## config.mk

```make
export PLATFORM = sky130hd
export DESIGN_NAME = drs_controller_flat
export DESIGN_NICKNAME = d
export VERILOG_FILES = /design/src/inc/drs_pkg.sv /design/src/inc/drs_if.sv /design/src/core/drs_timer.sv /design/src/core/drs_controller.sv /design/src/flat_wrapper.sv
export SDC_FILE = /design/constraint.sdc
export NUM_CORES = 1
export LEC_CHECK = 0
export BUFFER_PORTS_ARGS = -buffer_cell sky130_fd_sc_hd__buf_2
export CORE_MARGIN = 2
export CORE_UTILIZATION = 55
export CTS_CLUSTER_DIAMETER = 30
export DETAILED_ROUTE_END_ITERATION = 16
export HOLD_SLACK_MARGIN = 0.08
export PLACE_DENSITY = 0.77
export SYNTH_ARGS = -nofsm -noshare
export SYNTH_HDL_FRONTEND = slang
export SYNTH_SLANG_ARGS = --single-unit
```

## constraint.sdc

```tcl
create_clock -name ref_clk_i -period 4.8 [get_ports ref_clk_i]
set_input_delay 0.48 -clock ref_clk_i [delete_from_list [all_inputs] [get_ports ref_clk_i]]
set_output_delay 0.48 -clock ref_clk_i [all_outputs]
set_load 0.1 [all_outputs]
```

## src/inc/drs_pkg.sv

```systemverilog
// Purpose: Shared constants for the refresh command link and both of its ends
// Assumes: 10 MHz ref_clk_i, one command per clock edge, eight banks per channel
// Notes:   Command codes other than refresh are local choices of this block
//
// What this block does
// - Refresh decoded: select low, CA0/CA1 low, CA2/CKE high
// - Scope bit low per-bank, high all-bank
// - Per-bank refreshes ascend round robin, wrapping
// - Bank counter zeroed on reset, self refresh exit, all-bank
// - Per-bank refresh uses precharge bank field
// - Only idle banks may be refreshed
// - Controller tracks its per-bank refresh target
// - Per-bank refresh waits all prior separations
// - Refreshing bank blocked, other banks stay usable
// - Refreshed banks end idle
// - After per-bank refresh honour its separations
// - All-bank refresh needs idle banks, separations
// - After all-bank refresh wait its cycle time
// - Average one all-bank refresh per scaled interval
// - At most eight postponed, nine-interval gap
// - At most eight pulled in count
// - Sixteen all-bank refreshes per two intervals
// - Per-bank limits sixty-four and one twenty-eight
// - Legacy rate codes, multipliers, limit eight
// - Modified limits two at 4x, four at 2x
// - Slowing transition drains postponed, clears pulled-in
// - Reported or faster rate; 010 forbids 4x
package drs_pkg;

	localparam int BANKS         = 8;
	localparam int BANK_W        = 3;
	localparam int CA_W          = 10;
	localparam int CA_SCOPE_BIT  = 4;
	localparam int CA_BANK_LSB   = 7;
	localparam int TMR_W         = 4;
	localparam int DEBT_W        = 9;
	localparam int IVL_W         = 16;

	// Command field ca[2:0] = {CA2, CA1, CA0}
	localparam logic [2:0] OP_REF = 3'h4;
	localparam logic [2:0] OP_ACT = 3'h2;
	localparam logic [2:0] OP_PRE = 3'h3;

	// Reported refresh rate codes
	localparam logic [2:0] RATE_LOW  = 3'h0;
	localparam logic [2:0] RATE_4X   = 3'h1;
	localparam logic [2:0] RATE_2X   = 3'h2;
	localparam logic [2:0] RATE_1X   = 3'h3;
	localparam logic [2:0] RATE_Q1   = 3'h5;
	localparam logic [2:0] RATE_Q2   = 3'h6;
	localparam logic [2:0] RATE_HIGH = 3'h7;

	localparam logic [6:0] LIM_LEGACY  = 7'h08;
	localparam logic [6:0] LIM_MOD_4X  = 7'h02;
	localparam logic [6:0] LIM_MOD_2X  = 7'h04;
	localparam logic [7:0] WIN_AB_MAX  = 8'h10;
	localparam logic [7:0] WIN_PB_MAX  = 8'h80;
	localparam int         PB_PER_AB   = 8;

	localparam int CLK_PERIOD_NS = 100;
	localparam int T_RFCAB_NS    = 180;
	localparam int T_RFCPB_NS    = 90;
	localparam int T_RP_NS       = 18;
	localparam int T_RRD_NS      = 10;
	localparam int T_REFI_NS     = 3900;

	localparam logic [TMR_W-1:0] RFCAB_CYC =
		TMR_W'((T_RFCAB_NS + CLK_PERIOD_NS - 1) / CLK_PERIOD_NS);
	localparam logic [TMR_W-1:0] RFCPB_CYC =
		TMR_W'((T_RFCPB_NS + CLK_PERIOD_NS - 1) / CLK_PERIOD_NS);
	localparam logic [TMR_W-1:0] RP_CYC =
		TMR_W'((T_RP_NS + CLK_PERIOD_NS - 1) / CLK_PERIOD_NS);
	localparam logic [TMR_W-1:0] RRD_CYC =
		TMR_W'((T_RRD_NS + CLK_PERIOD_NS - 1) / CLK_PERIOD_NS);
	localparam int REFI_CYC = T_REFI_NS / CLK_PERIOD_NS;

	typedef enum logic [1:0]
	{
		MODE_RUN  = 2'b00,
		MODE_SREF = 2'b01
	} drs_mode_type;

endpackage : drs_pkg

```

## src/inc/drs_if.sv

```systemverilog
// Purpose: Command link between the refresh controller and the device end
// Assumes: Both ends share ref_clk_i
// Notes:   Controller drives every signal
`timescale 1ns/1ps
interface drs_if;
	import drs_pkg::*;

	logic                cs_n;
	logic                cke;
	logic [CA_W-1:0]     ca;

	modport ctrl (output cs_n, output cke, output ca);
	modport dev  (input cs_n, input cke, input ca);

endinterface : drs_if

```

## src/core/drs_timer.sv

```systemverilog
// Purpose: Down counter marking a separation window as busy
// Assumes: Load value counts whole clock cycles
// Notes:   busy_o is high for exactly value_i cycles after the load edge
`timescale 1ns/1ps
module drs_timer
#(
	parameter int W = 4
)
(
	input  wire logic         ref_clk_i,
	input  wire logic         reset_n_i,
	input  wire logic         load_i,
	input  wire logic [W-1:0] value_i,
	output logic              busy_o
);

	logic [W-1:0] count_q;

	always_ff @(posedge ref_clk_i or negedge reset_n_i)
	begin
		if (!reset_n_i)
		begin
			count_q <= '0;
			busy_o  <= 1'b0;
		end
		else if (load_i)
		begin
			count_q <= value_i;
			busy_o  <= (value_i != '0);
		end
		else if (count_q != '0)
		begin
			count_q <= count_q - 1'b1;
			busy_o  <= (count_q > W'(1));
		end
	end

endmodule : drs_timer

```

## src/core/drs_controller.sv

```systemverilog
// Purpose: Controller end: schedules refresh, activate and precharge commands
// Assumes: User requests held until their done pulse; one command per cycle
// Notes:   Refresh debt is positive when postponed, negative when pulled in
`timescale 1ns/1ps
module drs_controller
#(
	parameter int REFI_CYCLES = drs_pkg::REFI_CYC
)
(
	input  wire logic                          ref_clk_i,
	input  wire logic                          reset_n_i,
	drs_if.ctrl                                link,
	input  wire logic                          act_req_i,
	input  wire logic [drs_pkg::BANK_W-1:0]    act_bank_i,
	input  wire logic                          pre_req_i,
	input  wire logic [drs_pkg::BANK_W-1:0]    pre_bank_i,
	input  wire logic                          ref_allow_i,
	input  wire logic                          pull_in_i,
	input  wire logic                          pb_mode_i,
	input  wire logic                          modified_i,
	input  wire logic [2:0]                    rate_rep_i,
	input  wire logic [2:0]                    rate_pick_i,
	input  wire logic                          sref_req_i,
	output logic                               act_done_o,
	output logic                               pre_done_o,
	output logic                               ref_done_o,
	output logic                               forced_o,
	output logic signed [drs_pkg::DEBT_W-1:0]  debt_o,
	output logic [drs_pkg::BANK_W-1:0]         pb_bank_o,
	output logic [drs_pkg::BANKS-1:0]          bank_open_o,
	output logic                               in_sref_o
);
	import drs_pkg::*;

	drs_mode_type              mode_q;
	logic                      cs_n_q;
	logic                      cke_q;
	logic [CA_W-1:0]           ca_q;
	logic                      cs_n_d;
	logic                      cke_d;
	logic [CA_W-1:0]           ca_d;
	logic [BANKS-1:0]          open_q;
	logic [BANK_W-1:0]         pb_q;
	logic signed [DEBT_W-1:0]  debt_q;
	logic signed [DEBT_W-1:0]  debt_d;
	logic [IVL_W-1:0]          icnt_q;
	logic [2:0]                rate_q;
	logic                      half_q;
	logic [7:0]                win_q;
	logic [BANKS-1:0]          bank_busy;
	logic                      rfcab_busy;
	logic                      rfcpb_busy;
	logic                      rrd_busy;

	function automatic logic [CA_W-1:0] ca_word(logic [2:0] op, logic scope,
		logic [BANK_W-1:0] bank);
		logic [CA_W-1:0] w;
		w = '0;
		w[2:0] = op;
		w[CA_SCOPE_BIT] = scope;
		w[CA_BANK_LSB +: BANK_W] = bank;
		return w;
	endfunction : ca_word

	// Effective rate: reported limit codes clamp, a faster pick is taken
	wire [2:0] rep_c = (rate_rep_i == RATE_LOW) ? RATE_4X :
		(rate_rep_i == RATE_HIGH) ? RATE_Q2 : rate_rep_i;
	wire [2:0] rate_used = ((rate_pick_i > rep_c) && (rate_pick_i != RATE_HIGH))
		? rate_pick_i : rep_c;
	wire [2:0] rshift = (rate_used == RATE_Q2) ? 3'h4 : rate_used - 3'h1;
	wire [IVL_W-1:0] base4 = IVL_W'(REFI_CYCLES * 4);
	wire [IVL_W-1:0] interval = base4 >> rshift;
	wire tick = (mode_q == MODE_RUN) && ((icnt_q + 16'h1) >= interval);

	wire [6:0] lim_ab = (modified_i && (rate_used == RATE_4X)) ? LIM_MOD_4X :
		(modified_i && (rate_used == RATE_2X)) ? LIM_MOD_2X : LIM_LEGACY;
	wire [6:0] lim = pb_mode_i ? (lim_ab << 3) : lim_ab;
	wire signed [DEBT_W-1:0] lim_s = $signed({2'b00, lim});
	wire into_slow = (rate_used != rate_q)
		&& ((rate_used == RATE_4X) || (rate_used == RATE_2X));

	wire run      = (mode_q == MODE_RUN);
	wire all_idle = (open_q == '0);
	wire signed [DEBT_W-1:0] step_s = pb_mode_i ? DEBT_W'(PB_PER_AB) : DEBT_W'(1);
	// Forced one tick early in per-bank mode so a tick never overshoots the limit
	wire forced   = run && (debt_q > lim_s - step_s);
	wire pull_ok  = debt_q > -lim_s;
	wire win_ok   = win_q < (pb_mode_i ? WIN_PB_MAX : WIN_AB_MAX);
	wire ab_ok    = all_idle && (bank_busy == '0) && !rfcab_busy && !rfcpb_busy;
	wire pb_ok    = !open_q[pb_q] && !bank_busy[pb_q] && !rfcab_busy
		&& !rfcpb_busy && !rrd_busy;
	wire ref_ok   = run && win_ok && (pb_mode_i ? pb_ok : ab_ok);
	wire want_ref = forced
		|| (ref_allow_i && ((debt_q > 0) || (pull_in_i && pull_ok)));
	wire do_ref   = want_ref && ref_ok;
	wire do_pall  = forced && !do_ref && !rfcab_busy
		&& (pb_mode_i ? open_q[pb_q] : !all_idle);
	wire do_sref  = run && sref_req_i && !forced && ab_ok && !do_ref;
	wire do_sx    = !run && !sref_req_i;
	wire do_act   = run && act_req_i && !forced && !do_ref && !do_sref
		&& !open_q[act_bank_i] && !bank_busy[act_bank_i]
		&& !rfcab_busy && !rrd_busy;
	wire do_pre   = run && pre_req_i && !do_ref && !do_pall && !do_sref
		&& !do_act && open_q[pre_bank_i];
	wire ref_ab   = do_ref && !pb_mode_i;
	wire ref_pb   = do_ref && pb_mode_i;
	wire pb_wrap  = (pb_q == BANK_W'(BANKS - 1));

	genvar gi;
	generate
		for (gi = 0; gi < BANKS; gi++)
		begin : g_bank
			wire hit_pb  = ref_pb && (pb_q == BANK_W'(gi));
			wire hit_pre = do_pall || (do_pre && (pre_bank_i == BANK_W'(gi)));
			drs_timer #(.W(TMR_W)) u_bank
			(
				.ref_clk_i (ref_clk_i),
				.reset_n_i (reset_n_i),
				.load_i    (hit_pb || hit_pre),
				.value_i   (hit_pb ? RFCPB_CYC : RP_CYC),
				.busy_o    (bank_busy[gi])
			);
		end
	endgenerate

	drs_timer #(.W(TMR_W)) u_rfcab
	(
		.ref_clk_i (ref_clk_i),
		.reset_n_i (reset_n_i),
		.load_i    (ref_ab),
		.value_i   (RFCAB_CYC),
		.busy_o    (rfcab_busy)
	);

	drs_timer #(.W(TMR_W)) u_rfcpb
	(
		.ref_clk_i (ref_clk_i),
		.reset_n_i (reset_n_i),
		.load_i    (ref_pb),
		.value_i   (RFCPB_CYC),
		.busy_o    (rfcpb_busy)
	);

	drs_timer #(.W(TMR_W)) u_rrd
	(
		.ref_clk_i (ref_clk_i),
		.reset_n_i (reset_n_i),
		.load_i    (do_act || ref_pb),
		.value_i   (RRD_CYC),
		.busy_o    (rrd_busy)
	);

	always_comb
	begin
		debt_d = debt_q;
		if (tick)
			debt_d = debt_d + (pb_mode_i ? DEBT_W'(PB_PER_AB) : DEBT_W'(1));
		if (do_ref)
			debt_d = debt_d - DEBT_W'(1);
		if (into_slow && (debt_d < 0))
			debt_d = '0;
	end

	always_comb
	begin
		cs_n_d = 1'b1;
		cke_d  = cke_q;
		ca_d   = ca_q;
		if (do_ref)
		begin
			cs_n_d = 1'b0;
			ca_d   = ca_word(OP_REF, !pb_mode_i, pb_q);
		end
		else if (do_pall)
		begin
			cs_n_d = 1'b0;
			ca_d   = ca_word(OP_PRE, !pb_mode_i, pb_q);
		end
		else if (do_sref)
		begin
			cs_n_d = 1'b0;
			cke_d  = 1'b0;
			ca_d   = ca_word(OP_REF, 1'b1, '0);
		end
		else if (do_sx)
			cke_d = 1'b1;
		else if (do_act)
		begin
			cs_n_d = 1'b0;
			ca_d   = ca_word(OP_ACT, 1'b0, act_bank_i);
		end
		else if (do_pre)
		begin
			cs_n_d = 1'b0;
			ca_d   = ca_word(OP_PRE, 1'b0, pre_bank_i);
		end
	end

	always_ff @(posedge ref_clk_i or negedge reset_n_i)
	begin
		if (!reset_n_i)
		begin
			mode_q <= MODE_RUN;
			cs_n_q <= 1'b1;
			cke_q  <= 1'b1;
			ca_q   <= '0;
			open_q <= '0;
			pb_q   <= '0;
			debt_q <= '0;
			icnt_q <= '0;
			rate_q <= RATE_1X;
			half_q <= 1'b0;
			win_q  <= '0;
		end
		else
		begin
			cs_n_q <= cs_n_d;
			cke_q  <= cke_d;
			ca_q   <= ca_d;
			debt_q <= debt_d;
			rate_q <= rate_used;
			icnt_q <= tick ? '0 : (run ? icnt_q + 16'h1 : icnt_q);
			if (do_sref)
				mode_q <= MODE_SREF;
			else if (do_sx)
				mode_q <= MODE_RUN;
			if (ref_ab || do_sx)
				pb_q <= '0;
			else if (ref_pb)
				pb_q <= pb_wrap ? '0 : pb_q + 1'b1;
			if (do_pall && !pb_mode_i)
				open_q <= '0;
			else if (do_pall)
				open_q[pb_q] <= 1'b0;
			else if (do_act)
				open_q[act_bank_i] <= 1'b1;
			else if (do_pre)
				open_q[pre_bank_i] <= 1'b0;
			if (tick)
				half_q <= !half_q;
			if (tick && half_q)
				win_q <= do_ref ? 8'h01 : 8'h00;
			else if (do_ref)
				win_q <= win_q + 8'h01;
		end
	end

	assign link.cs_n = cs_n_q;
	assign link.cke  = cke_q;
	assign link.ca   = ca_q;

	always_ff @(posedge ref_clk_i or negedge reset_n_i)
	begin
		if (!reset_n_i)
		begin
			act_done_o  <= 1'b0;
			pre_done_o  <= 1'b0;
			ref_done_o  <= 1'b0;
			forced_o    <= 1'b0;
			debt_o      <= '0;
			pb_bank_o   <= '0;
			bank_open_o <= '0;
			in_sref_o   <= 1'b0;
		end
		else
		begin
			act_done_o  <= do_act;
			pre_done_o  <= do_pre;
			ref_done_o  <= do_ref;
			forced_o    <= forced;
			debt_o      <= debt_q;
			pb_bank_o   <= pb_q;
			bank_open_o <= open_q;
			in_sref_o   <= !run;
		end
	end

endmodule : drs_controller

```

## src/flat_wrapper.sv

```systemverilog
// flat-port wrapper written by rule: the top's interface ports become plain ports
module drs_controller_flat import drs_pkg::*;
#(
	parameter int REFI_CYCLES = drs_pkg::REFI_CYC
)
  (ref_clk_i, reset_n_i, act_req_i, act_bank_i, pre_req_i, pre_bank_i, ref_allow_i, pull_in_i, pb_mode_i, modified_i, rate_rep_i, rate_pick_i, sref_req_i, act_done_o, pre_done_o, ref_done_o, forced_o, debt_o, pb_bank_o, bank_open_o, in_sref_o, link_cs_n, link_cke, link_ca);
  drs_if link_i ();
  input  wire logic ref_clk_i;
  input  wire logic reset_n_i;
  input  wire logic act_req_i;
  input  wire logic [drs_pkg::BANK_W-1:0] act_bank_i;
  input  wire logic pre_req_i;
  input  wire logic [drs_pkg::BANK_W-1:0] pre_bank_i;
  input  wire logic ref_allow_i;
  input  wire logic pull_in_i;
  input  wire logic pb_mode_i;
  input  wire logic modified_i;
  input  wire logic [2:0] rate_rep_i;
  input  wire logic [2:0] rate_pick_i;
  input  wire logic sref_req_i;
  output logic act_done_o;
  output logic pre_done_o;
  output logic ref_done_o;
  output logic forced_o;
  output logic signed [drs_pkg::DEBT_W-1:0] debt_o;
  output logic [drs_pkg::BANK_W-1:0] pb_bank_o;
  output logic [drs_pkg::BANKS-1:0] bank_open_o;
  output logic in_sref_o;
  output wire logic [$bits(link_i.cs_n)-1:0] link_cs_n;
  output wire logic [$bits(link_i.cke)-1:0] link_cke;
  output wire logic [$bits(link_i.ca)-1:0] link_ca;
  assign link_cs_n = link_i.cs_n;
  assign link_cke = link_i.cke;
  assign link_ca = link_i.ca;
  drs_controller #(.REFI_CYCLES(REFI_CYCLES)) u_core (.ref_clk_i(ref_clk_i), .reset_n_i(reset_n_i), .link(link_i), .act_req_i(act_req_i), .act_bank_i(act_bank_i), .pre_req_i(pre_req_i), .pre_bank_i(pre_bank_i), .ref_allow_i(ref_allow_i), .pull_in_i(pull_in_i), .pb_mode_i(pb_mode_i), .modified_i(modified_i), .rate_rep_i(rate_rep_i), .rate_pick_i(rate_pick_i), .sref_req_i(sref_req_i), .act_done_o(act_done_o), .pre_done_o(pre_done_o), .ref_done_o(ref_done_o), .forced_o(forced_o), .debt_o(debt_o), .pb_bank_o(pb_bank_o), .bank_open_o(bank_open_o), .in_sref_o(in_sref_o));
endmodule
```

==> Word level (Yosys, flattened, before mapping) <==
Cells that the tools add are included.
{ "word_totals": {"regBits": 142, "latchBits": 0, "ram_bits": 0, "romBits": 0, "input_bits": 21, "out_inout_bits": 37, "elab_cells": 353, "memories": 0} }
{ "op_classes": {"addsub": 19, "n_mul": 0, "n_div": 0, "n_lt_le_gt_ge": 24, "eq_ne": 21, "shift": 1, "muxes": 102, "bitwise": 7, "reduce_logical": 138} }
{ "ops": {"columns": ["operator", "n"], "rows": [
  ["2-to-1 mux 4 bit", 24],
  ["logical AND 1 bit", 64],
  ["2-to-1 mux 10 bit", 6],
  ["2-to-1 mux 8 bit", 7],
  ["nonzero test 4 bit", 12],
  ["> comparator 4 x 1 -> 1 bit, second input constant", 11],
  ["subtractor 4 x 1 -> 4 bit, second input constant", 11],
  ["2-to-1 mux 1 bit", 41],
  ["2-to-1 mux 16 bit", 2],
  ["equality test 3 bit, second input constant", 10],
  ["nonzero test 2 bit", 15],
  ["2-to-1 mux 9 bit", 3],
  ["logical OR 1 bit", 21],
  ["2-to-1 mux 3 bit", 7],
  ["> comparator 9 bit", 2],
  ["zero test 1 bit", 17],
  ["adder 16 x 1 -> 16 bit, second input constant", 1],
  ["AND 8 bit", 2],
  ["greater-or-equal comparator 16 bit", 1],
  ["zero test 8 bit", 2],
  ["inverter 8 bit", 2],
  [">> shifter 8 x 3 -> 16 bit, first input constant", 1],
  ["binary-select mux 1 bit (select 3 bit)", 5],
  ["equality test 3 x 2 -> 1 bit, second input constant", 5],
  ["27 further kinds", 40]
]} }

==> Logic depth before layout (Yosys ltp) <==
Gate-level depths: netlist (run 1).
{ "depth": {"ltp_word": 35, "depth_mapped": 29, "depth_no_buf": 28} }

==> Cells and area by module <==
From an unflattened synthesis (run 1), not the netlist that was laid out.
{ "hier_totals": {"hier_cells": 967, "area_unflattened_um2": 9155.0} }
{ "modules_own_cells": {"columns": ["module", "n_inst", "cells_each", "area_per_inst_um2", "seq_area_each_um2"], "rows": [
  ["drs_controller", 1, 637, 5824.3, 2082.0],
  ["drs_timer", 11, 30, 302.8, 125.1]
]} }

==> Least setup slack after synthesis (run 1) <==
No wires, ideal clock.
{ "synth_path": {"path_kind": "input-to-reg", "startpoint": "input port rate_rep_i[2]", "endpoint": "register u_core.debt_q[1]", "setup_ps": 149, "arrival_ps": 5993, "required_time_ps": 4651, "slack_ps": -1342, "stages": 28, "path_buffers": 1, "cell_sequence": "inv_1 > maj3_1 > ha_1 > nand3_1 > nand2_1 > a21oi_1 > mux2i_1 > inv_1 > ha_1 > a21oi_1 > inv_1 > ha_1 > mux2i_1 > ha_1 > nand2b_1 > a211o_1 > a21oi_1 > o221ai_1 > o21ai_1 > buf_2 > mux2i_1 > ha_1 > nand2_1 > a211oi_1 > mux2_2 > nor4b_4 > mux2i_2 > a211oi_2"} }
{ "synth_between": {"elab_chain_cells": 22} }
{ "synth_rtl": {"columns": ["element", "line", "rtl"], "rows": [
  ["start, declared", "flat_wrapper.sv:18", "input wire logic [2:0] rate_rep_i;"],
  ["equality test 3 bit", "drs_controller.sv:67", "(rate_rep_i == RATE_HIGH) ? RATE_Q2 : rate_rep_i;"],
  ["2-to-1 mux 3 bit", "drs_controller.sv:67", null],
  ["2-to-1 mux 3 bit *", "drs_controller.sv:66", "wire [2:0] rep_c = (rate_rep_i == RATE_LOW) ? RATE_4X :"],
  ["> comparator 3 bit", "drs_controller.sv:68", "wire [2:0] rate_used = ((rate_pick_i > rep_c) && (rate_pick_i != RATE_HIGH))"],
  ["logical AND 1 bit", "drs_controller.sv:68", null],
  ["2-to-1 mux 3 bit *", "drs_controller.sv:69", "? rate_pick_i : rep_c;"],
  ["named net u_core.rate_used[1]", "drs_controller.sv:68", null],
  ["parallel branches: the longest is 15 deep, another holds greater-or-equal comparator 16 bit", null, null],
  ["2-to-1 mux 9 bit *", "drs_controller.sv:160", "if (into_slow && (debt_d < 0))"],
  ["named net u_core.debt_d[1]", "drs_controller.sv:45", "logic signed [DEBT_W-1:0] debt_d;"],
  ["end signal, assigned", "drs_controller.sv:220", "debt_q <= debt_d;"],
  ["end, declared", "drs_controller.sv:44", "logic signed [DEBT_W-1:0] debt_q;"]
]} }
Mark *: on every way through the listed nets, which the timed path passes.
A chain may end at the register's enable or synchronous reset.

==> Worst setup path after layout (run 1) <==
{ "layout_path": {"startpoint": "input port rate_rep_i[1]", "endpoint": "register u_core.debt_q[3]"} }
Same word-level chain as after synthesis.

==> results of run 1 <==
## sequential cells by signal, summed over array words and instances (netlist names), 3 cells and up
name,count
u_core.bank_open_o,8
u_core.debt_o,9
u_core.debt_q,9
u_core.g_bank.u_bank.busy_o,8
u_core.g_bank.u_bank.count_q,32
u_core.icnt_q,16
u_core.link.ca,7
u_core.open_q,8
u_core.pb_bank_o,3
u_core.pb_q,3
u_core.rate_q,3
u_core.u_rfcab.count_q,4
u_core.u_rfcpb.count_q,4
u_core.u_rrd.count_q,4
u_core.win_q,8
## stage by stage
step | total power, mW | setup slack, ns | std cells | instance area, um2 | setup TNS, ns
final | 6.820 | -0.5128 | 1282 | 11080 | -22.26
after detailed placement | 5.070 | -0.9931 | 1224 | 9784 | -56.20
after floorplan | 4.218 | -0.7680 | 912 | 8680 | -28.05
after CTS | 6.550 | -0.3410 | 1270 | 10680 | -3.725
after global routing | 7.259 | -0.7250 | 1282 | 11080 | -33.65
after global placement | 4.966 | -0.8024 | 1224 | 9784 | -46.75
## worst min-delay path by stage
stage / end / startpoint
after floorplan: u_core.act_done_o$_DFF_PN0_ / reset_n_i
after global placement: u_core.link.ca[1]$_DFFE_PN0P_ / u_core.link.ca[1]$_DFFE_PN0P_
after detailed placement: u_core.half_q$_DFFE_PN0P_ / u_core.half_q$_DFFE_PN0P_
after CTS: u_core.icnt_q[4]$_DFFE_PN0P_ / reset_n_i
after global routing: u_core.icnt_q[4]$_DFFE_PN0P_ / reset_n_i
final: u_core.icnt_q[4]$_DFFE_PN0P_ / reset_n_i
## cell usage after synthesis (all sizes together) (4+ instances only)
| library cell | n |
|---|---|
| dfrtp | 134 |
| nor2 | 90 |
| ha | 81 |
| nand2 | 81 |
| inv | 51 |
| a21oi | 47 |
| o21ai | 38 |
| nor3 | 36 |
| xnor2 | 28 |
| nand3 | 26 |
| mux2i | 22 |
| xor2 | 20 |
| nand2b | 18 |
| or3 | 17 |
| and2 | 16 |
| clkbuf | 14 |
| nand4 | 14 |
| a211oi | 11 |
| buf | 11 |
| nor2b | 11 |
| nand3b | 8 |
| nor4 | 8 |
| a21o | 7 |
| mux2 | 7 |
| o31ai | 7 |
| a221oi | 6 |
| a31oi | 6 |
| and3 | 6 |
| a32o | 5 |
| o211ai | 5 |
| o21a | 5 |
| o41ai | 5 |
| or2 | 5 |
| a221o | 4 |
| a31o | 4 |
| dfstp | 4 |
| nor3b | 4 |
| o211a | 4 |
## placed cells by master, fill, tap and decap left out, types with 9 or more instances in the layout
| cell type | count |
|---|---|
| dfrtp_1 | 134 |
| buf_4 | 106 |
| nor2_1 | 79 |
| ha_1 | 74 |
| nand2_1 | 71 |
| buf_2 | 50 |
| inv_1 | 43 |
| a21oi_1 | 37 |
| nor3_1 | 32 |
| xnor2_1 | 27 |
| o21ai_0 | 24 |
| xor2_1 | 20 |
| mux2i_1 | 19 |
| nand3_1 | 18 |
| buf_6 | 18 |
| clkbuf_16 | 17 |
| or3_1 | 16 |
| nand2b_1 | 15 |
| and2_1 | 14 |
| nand4_1 | 13 |
| a211oi_2 | 10 |
| nand2_2 | 9 |
## power by group through the flow
| stage | Clock [mW] | Sequential (mW) | Combinational, mW |
|---|---|---|---|
| 6_report | 1.31 | 1.94 | 3.56 |
| 5_1_grt | 1.37 | 1.99 | 3.89 |
| 4_1_cts | 1.32 | 1.92 | 3.31 |
| 3_5_place_dp | 0 | 1.94 | 3.13 |
| 3_3_place_gp | 0 | 1.93 | 3.04 |
| 2_1_floorplan | 0 | 2.38 | 1.84 |
## worst register-to-register path: cells and delay by family (launching register included)
kind / cells / cell delay, ns
mux: 3 / 0.88
xor+xnor: 1 / 0.21
compound gates: 5 / 0.87
simple gates: 5 / 0.79
fa+ha+maj: 3 / 0.83
flops: 1 / 0.43
## cell type report
class / instances / area share (%)
Clock inverter: 11 / 1.095
Sequential cell: 138 / 31.21
Timing Repair Buffer: 175 / 11.40
Tap cell: 188 / 2.123
Clock buffer: 21 / 4.155
Multi-Input combinational cell: 696 / 48.09
Inverter: 53 / 1.931
## kinds of logic (layout without fill, tap and decap cells)
kind of cell	count (synthesis)	after routing	share of synthesized area, %
AND/OR/NAND/NOR	349	349	20.53
other	2	6	0.08778
buffers and inverters	78	260	3.656
AO/OA/AOI/OAI	179	179	14.10
adder cells (fa/ha/maj)	82	82	11.96
multiplexers	32	32	4.329
XOR/XNOR	48	48	4.914
flip-flops	138	138	40.42
## what timing repair did
action                                 CTS  global route
setup endpoints to repair               74            84
cloned                                   0             0
endpoints found under the hold margin    0             0
resized for setup                       50            84
pin swaps                               23            54
hold buffers                             0             0
buffers inserted                        15            16
## metal layers
metal | GRT usage, % | vias up | share of wire [%]
met5 | 0 | - | 0
met3 | 6.320 | 100 | 7.0
met1 | 36.19 | 3782 | 43
li1 | - | 3591 | -
met2 | 41.46 | 367 | 47
met4 | 11.19 | 0 | 3.2
==> impl_metrics.env, run 1 <==
export IMPL_status="finished, violations left"
export IMPL_violations="setup timing"
export IMPL_p_per_area_nw_per_um2=615.4
export IMPL_initialDrtViolationCount=799
export IMPL_nFillCells=1021
export IMPL_synth_seq_area_share_pct=40.42
export IMPL_switching_share_pct=44.16
export IMPL_clock_path_buffers=2
export IMPL_ys_flop_type="dfrtp_1"
export IMPL_peakVddDrop_v=0.0004159
export IMPL_rsz0062_at_grt="true"
export IMPL_cp_slowest_cell="mux2i_4"
export IMPL_switching_power_mw=3.011
export IMPL_async_flop_share_pct=100.0
export IMPL_dieArea_um2=16570
export IMPL_yosysTopAreaCellShare_pct=39.19
export IMPL_cellLeakagePower_nw=5.242
export IMPL_drtPass1Iterations=7
export IMPL_fin_crit_sh_pct=110.7
export IMPL_grt_usage_pct=26.72
export IMPL_slew_violations=0
export IMPL_period_needed_ns=5.313
export IMPL_dieWidth_um=128.7
export IMPL_insertion_delay_ns=0.44
export IMPL_worstSetupEndpointType="register"
export IMPL_final_layout_size_suffix_gt1_share_pct=30.62
export IMPL_critical_path_class="in2reg"
export IMPL_regArea_um2=3458
export IMPL_htreeDepth=4
export IMPL_drv_cap=0
export IMPL_hold_path_class="in2async"
export IMPL_slowest_delay_ns=0.42
export IMPL_synth_cell_types=76
export IMPL_ioPinCount=58
export IMPL_setup_viol=80
export IMPL_postRouteAntennaNets=0
export IMPL_cp_arrival_ns=5.62
export IMPL_pwr_share_clk_pct=19.2
export IMPL_vias_per_cell=6.115
export IMPL_r2r_start="u_core.icnt_q[0]$_DFFE_PN0P_"
export IMPL_critPathTopFamily="adder cells"
export IMPL_critPathRequiredTime_ns=5.11
export IMPL_r2r_cells=17
export IMPL_grt_pass1_vias=7333
export IMPL_ys_top_cells_by_area="dfrtp_1 39%, ha_1 12%, nor2_1 3.9%, nand2_1 3.6%, xnor2_1 2.9%"
export IMPL_vias=7840
export IMPL_dp_hpwl_mm=14.35
export IMPL_skew_ns=0.01778
export IMPL_multiInputGateArea_um2=5329
export IMPL_synth_seq_cells=138
export IMPL_syn_area_per_cell_um2=9.423
export IMPL_path_clk_slew_ns=0.06
export IMPL_cts_sink_count=138
export IMPL_grt_pass1_wl_mm=35.30
export IMPL_antenna_cells=0
export IMPL_crit_start="rate_rep_i[1]"
export IMPL_antenna_found_initial=0
export IMPL_power_frac_comb_pct=52.3
export IMPL_slew_headroom_pct=38.83
export IMPL_root_buffer="clkbuf_16"
export IMPL_yosysTopAreaCell="dfrtp_1"
export IMPL_crit_top_cell="ha_4"
export IMPL_crit_path_end="u_core.debt_q[3]$_DFF_PN0_"
export IMPL_worst_pin_slew_ns=0.9175
export IMPL_synth_area_um2=8556
export IMPL_max_freq_mhz=188.2
export IMPL_final_nets=1183
export IMPL_cts_tree="done"
export IMPL_syn_to_final_growth_pct=29.53
export IMPL_setup_ws_ns=-0.5128
export IMPL_crit_fanout=8
export IMPL_routedWlPerCell_um=18.03
export IMPL_grt_ovfl_total=0
export IMPL_drt_wl_total_mm=23.12
export IMPL_pwr_share_seq_pct=28.5
export IMPL_rows=45
export IMPL_timing_critical_path_buf_inv=4
export IMPL_hold_ws_ns=0.1438
export IMPL_p_int_mw=3.808
export IMPL_die_h_um=128.7
export IMPL_rr_endpoint="u_core.debt_q[3]$_DFF_PN0_"
export IMPL_grt_max_degree=102
export IMPL_synth_edf_count=0
export IMPL_core_um2=15200
export IMPL_crit_cells=28
export IMPL_numPortBuffers=54
export IMPL_start_util_pct=56.28
export IMPL_fin_util_pct=72.90
export IMPL_hold_viol_final=0
export IMPL_gp_congestion=0.9581
export IMPL_synth_cells=908
export IMPL_ys_warn_count=0
export IMPL_reg2reg_slack_ns=0.68
export IMPL_numCtsBuffers=17
export IMPL_drc_errors=0
export IMPL_start_kind="primary input"
Power figures use the tool's default switching activity.
==> run 2, diff against run 1 <==
--- a/config.mk
+++ b/config.mk
@@ -10,6 +10,7 @@
 export CORE_UTILIZATION = 55
 export CTS_CLUSTER_DIAMETER = 30
 export DETAILED_ROUTE_END_ITERATION = 16
+export GPL_TIMING_DRIVEN = 0
 export HOLD_SLACK_MARGIN = 0.08
 export PLACE_DENSITY = 0.77
 export SYNTH_ARGS = -nofsm -noshare
==> constraint.sdc (replaced) <==
create_clock -name ref_clk_i -period 6.6 [get_ports ref_clk_i]
set_input_delay 0.66 -clock ref_clk_i [delete_from_list [all_inputs] [get_ports ref_clk_i]]
set_output_delay 0.66 -clock ref_clk_i [all_outputs]
set_load 0.1 [all_outputs]
==> run 2 against run 1 <==
The flow now finishes without violations; global-route usage down 2.0 points; worst hold slack gained 0.055 ns; sequential cell count unchanged; die area did not move; final cell count shrank 7.3%; clock-buffer cell count decreased by 1; first-iteration DRC count decreased by 16%; clock power fell by 19%; non-clock buffer count is 94 lower; sequential share of layout area up 3.8 points; register-to-register slack gained 1.3 ns; critical path depth up 2; largest cell class unchanged; largest power group unchanged.
==> impl_metrics.env, run 2 (same netlist as run 1, synthesis figures left out) <==
export IMPL_hold_ws_ns=0.1992
export IMPL_status="complete, no violations"
export IMPL_critical_path_class="in2reg"
export IMPL_grt_pass1_vias=6571
export IMPL_peakVddDrop_v=0.0003712
export IMPL_regMostFlops="u_core.g_bank.u_bank.count_q"
export IMPL_start_util_pct=56.28
export IMPL_start_kind="primary input"
export IMPL_dpl_cell_count=1152
export IMPL_postRouteAntennaNets=0
export IMPL_holdBufCountCts=0
export IMPL_r2r_cells=20
export IMPL_drt_wl_total_mm=19.61
export IMPL_core_um2=15200
export IMPL_path_clk_slew_ns=0.06
export IMPL_final_cell_mix="134 x dfrtp_1, 89 x nor2_1, 81 x nand2_1"
export IMPL_drv_cap=0
export IMPL_cellLeakagePower_nw=4.687
export IMPL_cts_sink_count=138
export IMPL_die_h_um=128.7
export IMPL_initialDrtViolationCount=668
export IMPL_nFillCells=1221
export IMPL_numPortBuffers=51
export IMPL_vias=7020
export IMPL_period_needed_ns=6.260
export IMPL_critPathRequiredTime_ns=6.89
export IMPL_cts_tree="done"
export IMPL_drtPass1Iterations=6
export IMPL_reg2reg_slack_ns=2.03
export IMPL_crit_path_end="u_core.debt_q[1]$_DFF_PN0_"
export IMPL_skew_ns=0.007266
export IMPL_p_per_area_nw_per_um2=465.7
export IMPL_grt_usage_pct=24.68
export IMPL_drc_errors=0
export IMPL_antenna_found_initial=0
export IMPL_slew_violations=0
export IMPL_cp_slowest_cell="maj3_1"
export IMPL_antenna_cells=0
export IMPL_largest_reg_flops=32
export IMPL_slowest_delay_ns=0.37
export IMPL_final_layout_size_suffix_gt1_share_pct=14.00
export IMPL_numCtsBuffers=17
export IMPL_fin_crit_sh_pct=94.85
export IMPL_vias_per_cell=5.909
export IMPL_dieWidth_um=128.7
export IMPL_ioPinCount=58
export IMPL_final_cells=1188
export IMPL_gp_congestion=0.9293
export IMPL_top_regs="u_core.g_bank.u_bank.count_q: 32 flops, u_core.icnt_q: 16 flops"
export IMPL_grt_max_degree=77
export IMPL_crit_top_cell="ha_1"
export IMPL_dp_hpwl_mm=14.11
export IMPL_crit_start="rate_rep_i[2]"
export IMPL_hold_viol_final=0
export IMPL_cp_arrival_ns=6.55
export IMPL_htreeDepth=4
export IMPL_rows=45
export IMPL_final_nets=1089
export IMPL_dieArea_um2=16570
export IMPL_grt_ovfl_total=0
export IMPL_syn_to_final_growth_pct=15.34
export IMPL_slew_headroom_pct=52.02
export IMPL_hold_path_class="in2async"
export IMPL_grt_pass1_wl_mm=32.11
export IMPL_max_freq_mhz=159.7
export IMPL_root_buffer="clkbuf_16"
export IMPL_setup_viol=0
export IMPL_rr_endpoint="u_core.debt_q[1]$_DFF_PN0_"
export IMPL_pre_cts_slack_ns=-0.8492
export IMPL_setup_ws_ns=0.3398
export IMPL_routedWlPerCell_um=16.51
export IMPL_worstSetupEndpointType="register"
export IMPL_r2r_start="u_core.icnt_q[2]$_DFFE_PN0P_"
export IMPL_final_common_cell="dfrtp_1"
export IMPL_worst_pin_slew_ns=0.7197
export IMPL_crit_fanout=10
export IMPL_clock_path_buffers=2
export IMPL_fin_total_pwr_mw=4.596
export IMPL_insertion_delay_ns=0.43
-- run 2: power breakdown --
part	switching [mW]	internal (mW)	leakage (nW)
logic	1.36	0.786	2.64
clock network	0.364	0.697	0.322
registers	0.263	1.13	1.73
total	1.99	2.61	4.69
-- run 2: layout make-up --
type	count	area, um2	area share, %
plain buffers	25	120.1	1.217
clock buffers	20	466.7	4.729
clock inverters	12	193.9	1.965
inverters	53	198.9	2.016
multi-input cells	696	4863	49.28
flip-flops and latches	138	3458	35.05
well taps	188	235.2	2.384
repair buffers	56	331.6	3.360
-- run 2: worst min-delay path by stage --
stage                                    start                             to
floorplan                            reset_n_i    u_core.act_done_o$_DFF_PN0_
global placement    u_core.pb_q[2]$_DFFE_PN0P_  u_core.pb_bank_o[2]$_DFF_PN0_
detailed placement  u_core.pb_q[2]$_DFFE_PN0P_  u_core.pb_bank_o[2]$_DFF_PN0_
CTS                                  reset_n_i     u_core.rate_q[2]$_DFF_PN0_
global route                         reset_n_i     u_core.debt_o[2]$_DFF_PN0_
finish                               reset_n_i     u_core.debt_o[2]$_DFF_PN0_
-- run 2: metal layers --
layer / part of all wire, % / global-route usage (%)
met5: 0 / 0
met4: 2.9 / 10.74
met3: 6.0 / 5.114
met2: 48 / 40.18
met1: 44 / 32.11
-- run 2: metrics by stage --
| stage | utilization, % | area [um2] | setup TNS, ns |
|---|---|---|---|
| after floorplan | - | 8571 | 0 |
| after global placement | 59.60 | 9061 | -12.70 |
| after detailed placement | 59.83 | 9095 | -17.84 |
| after CTS | 64.49 | 9803 | 0 |
| after global routing | 64.91 | 9868 | -0.1581 |
| final | 64.91 | 9868 | 0 |
-- run 2: repair_timing --
item | CTS | global route
cloned | 0 | 0
endpoints found under the setup margin | 10 | 55
gates resized for setup | 4 | 14
buffers inserted | 2 | 2
pin swaps | 0 | 3
-- run 2: worst max-delay path: cells and delay by family --
family | cells | cell delay, ns
AOI/OAI and AO/OA | 8 | 1.66
adders and majority gates | 6 | 1.67
buffers and inverters | 6 | 0.67
muxes | 5 | 1.22
and+or+nand+nor | 5 | 0.62
==> run 3, diff against run 2 <==
--- a/config.mk
+++ b/config.mk
@@ -5,14 +5,14 @@
 export SDC_FILE = /design/constraint.sdc
 export NUM_CORES = 1
 export LEC_CHECK = 0
-export BUFFER_PORTS_ARGS = -buffer_cell sky130_fd_sc_hd__buf_2
 export CORE_MARGIN = 2
-export CORE_UTILIZATION = 55
+export CORE_UTILIZATION = 60
 export CTS_CLUSTER_DIAMETER = 30
 export DETAILED_ROUTE_END_ITERATION = 16
+export DONT_BUFFER_PORTS = 1
 export GPL_TIMING_DRIVEN = 0
 export HOLD_SLACK_MARGIN = 0.08
-export PLACE_DENSITY = 0.77
+export PLACE_DENSITY = 0.79
 export SYNTH_ARGS = -nofsm -noshare
 export SYNTH_HDL_FRONTEND = slang
 export SYNTH_SLANG_ARGS = --single-unit
==> run 3 against run 2 <==
Clock skew grew 0.0015 ns; non-clock buffer count shrank 50; register-to-register slack is essentially flat; largest power group is now registers.
==> impl_metrics.env, run 3 (same netlist as run 1, synthesis figures left out) <==
export IMPL_status="complete, no violations"
export IMPL_final_nets=1039
export IMPL_use_met2_pct=45.09
export IMPL_insertion_delay_ns=0.43
export IMPL_dpl_cell_count=1092
export IMPL_drv_cap=0
export IMPL_fin_total_pwr_mw=4.505
export IMPL_placed_area_um2=8796
export IMPL_largest_reg_flops=32
export IMPL_antenna_found_initial=0
export IMPL_ioPinCount=58
export IMPL_top_regs="u_core.g_bank.u_bank.count_q: 32 flops, u_core.icnt_q: 16 flops"
export IMPL_skew_ns=0.008813
export IMPL_worstSetupEndpointType="register"
export IMPL_period_needed_ns=6.192
export IMPL_slew_violations=0
export IMPL_p_per_area_nw_per_um2=471.0
export IMPL_htreeDepth=4
export IMPL_grt_usage_pct=27.54
export IMPL_max_freq_mhz=161.5
export IMPL_cts_tree="done"
export IMPL_cellLeakagePower_nw=4.434
export IMPL_hold_path_class="in2async"
export IMPL_vias=6869
export IMPL_hold_ws_ns=0.1907
export IMPL_postRouteAntennaNets=0
export IMPL_hold_viol_final=0
export IMPL_use_met3_pct=6.550
export IMPL_drtPass1Iterations=5
export IMPL_final_layout_size_suffix_gt1_share_pct=9.053
export IMPL_final_common_cell="dfrtp_1"
export IMPL_grt_met1_usage_pct=34.15
export IMPL_critical_path_class="in2reg"
export IMPL_grt_pass1_wl_mm=32.47
export IMPL_core_um2=13880
export IMPL_regMostFlops="u_core.g_bank.u_bank.count_q"
export IMPL_design_area_um2=9563
export IMPL_gp_congestion=0.9317
export IMPL_drt_wl_total_mm=19.69
export IMPL_final_cells=1130
export IMPL_numCtsBuffers=17
export IMPL_peakVddDrop_v=0.0002533
export IMPL_rows=43
export IMPL_critPathRequiredTime_ns=6.89
export IMPL_grt_pass1_vias=6764
export IMPL_worst_pin_slew_ns=0.9613
export IMPL_busiest_layer="met2"
export IMPL_numPortBuffers=0
export IMPL_vias_per_cell=6.079
export IMPL_dieWidth_um=123.4
export IMPL_routedWlPerCell_um=17.42
export IMPL_dp_hpwl_mm=13.91
export IMPL_start_kind="primary input"
export IMPL_die_h_um=123.4
export IMPL_syn_to_final_growth_pct=11.77
export IMPL_clock_path_buffers=2
export IMPL_start_util_pct=61.64
export IMPL_path_clk_slew_ns=0.06
export IMPL_slew_headroom_pct=35.91
export IMPL_setup_viol=0
export IMPL_dieArea_um2=15230
export IMPL_root_buffer="clkbuf_16"
export IMPL_drc_errors=0
export IMPL_grt_max_degree=136
export IMPL_cts_sink_count=138
export IMPL_antenna_cells=0
export IMPL_cp_arrival_ns=6.48
export IMPL_final_cell_mix="134 x dfrtp_1, 89 x nor2_1, 81 x nand2_1, 81 x ha_1, 51 x inv_1"
export IMPL_crit_fanout=10
export IMPL_initialDrtViolationCount=551
export IMPL_fin_crit_sh_pct=93.81
export IMPL_setup_tns_ns=0
export IMPL_grt_ovfl_total=0
[run 3: per-stage QoR]
stage,util (%),setup WS (ns)
global route,68.89,-0.04866
finish,68.89,0.4084
CTS,68.36,0.07645
floorplan,-,0.2782
detailed placement,63.37,-0.7905
global placement,63.37,-0.6296
[run 3: layout make-up]
cell class | instances | area [um2]
clock inverters | 12 | 171.4
clock buffers | 20 | 456.7
flip-flops and latches | 138 | 3458
fillers | 1058 | 4318
inverters | 53 | 198.9
plain buffers | 25 | 120.1
well taps | 180 | 225.2
repair buffers | 6 | 67.56
multi-input cells | 696 | 4865
[run 3: timing repair]
item	in CTS	in global routing
resized for setup	4	13
endpoints found under the hold margin	135	0
hold buffers	2	0
pin swaps	0	3
setup buffers	1	3
setup endpoints to repair	10	66
[run 3: worst max-delay path, cell delays in order]
cell,delay [ns]
inv_1,0.04
maj3_1,0.38
ha_1,0.19
nor2b_1,0.10
o21ai_0,0.10
a21oi_2,0.27
mux2i_2,0.29
inv_1,0.11
ha_1,0.25
a21oi_2,0.21
inv_1,0.08
ha_1,0.30
mux2i_1,0.17
ha_1,0.25
nand2b_1,0.14
a211o_1,0.29
a21oi_1,0.17
o221ai_2,0.17
o21ai_2,0.27
buf_6,0.20
mux2i_4,0.27
ha_1,0.22
nand2_1,0.06
a211oi_1,0.21
mux2_4,0.22
nor4b_4,0.29
mux2i_4,0.46
nor2_1,0.12
[run 3: worst paths after layout]
path	from	cells past startpoint	end	slack (ns)
max	rate_rep_i[2]	28	u_core.debt_q[2]$_DFF_PN0_	0.41
min	reset_n_i	1	u_core.link.ca[1]$_DFFE_PN0P_	0.19
max reg2reg	u_core.icnt_q[2]$_DFFE_PN0P_	19	u_core.debt_q[2]$_DFF_PN0_	2.04
min reg2reg	u_core.pb_q[2]$_DFFE_PN0P_	0	u_core.pb_bank_o[2]$_DFF_PN0_	0.45
max in group asynchronous	reset_n_i	1	u_core.rate_q[1]$_DFF_PN1_	5.75
min in group ref_clk_i	sref_req_i	2	u_core.link.cke$_DFFE_PN1P_	0.43
[run 3: routing by layer]
metal	up-vias	routed length [um]	part of all wire (%)
li1	3280	-	-
met3	59	1380	7.0
met1	3276	8248	42
met2	254	9405	48
met5	-	0	0
met4	0	656	3.3
[run 3: power breakdown]
group          total, mW  internal (mW)  switching [mW]  leakage, nW
clock               1.01          0.649           0.364        0.302
sequential          1.82           1.12           0.697         1.73
combinational       1.68          0.753           0.923         2.40
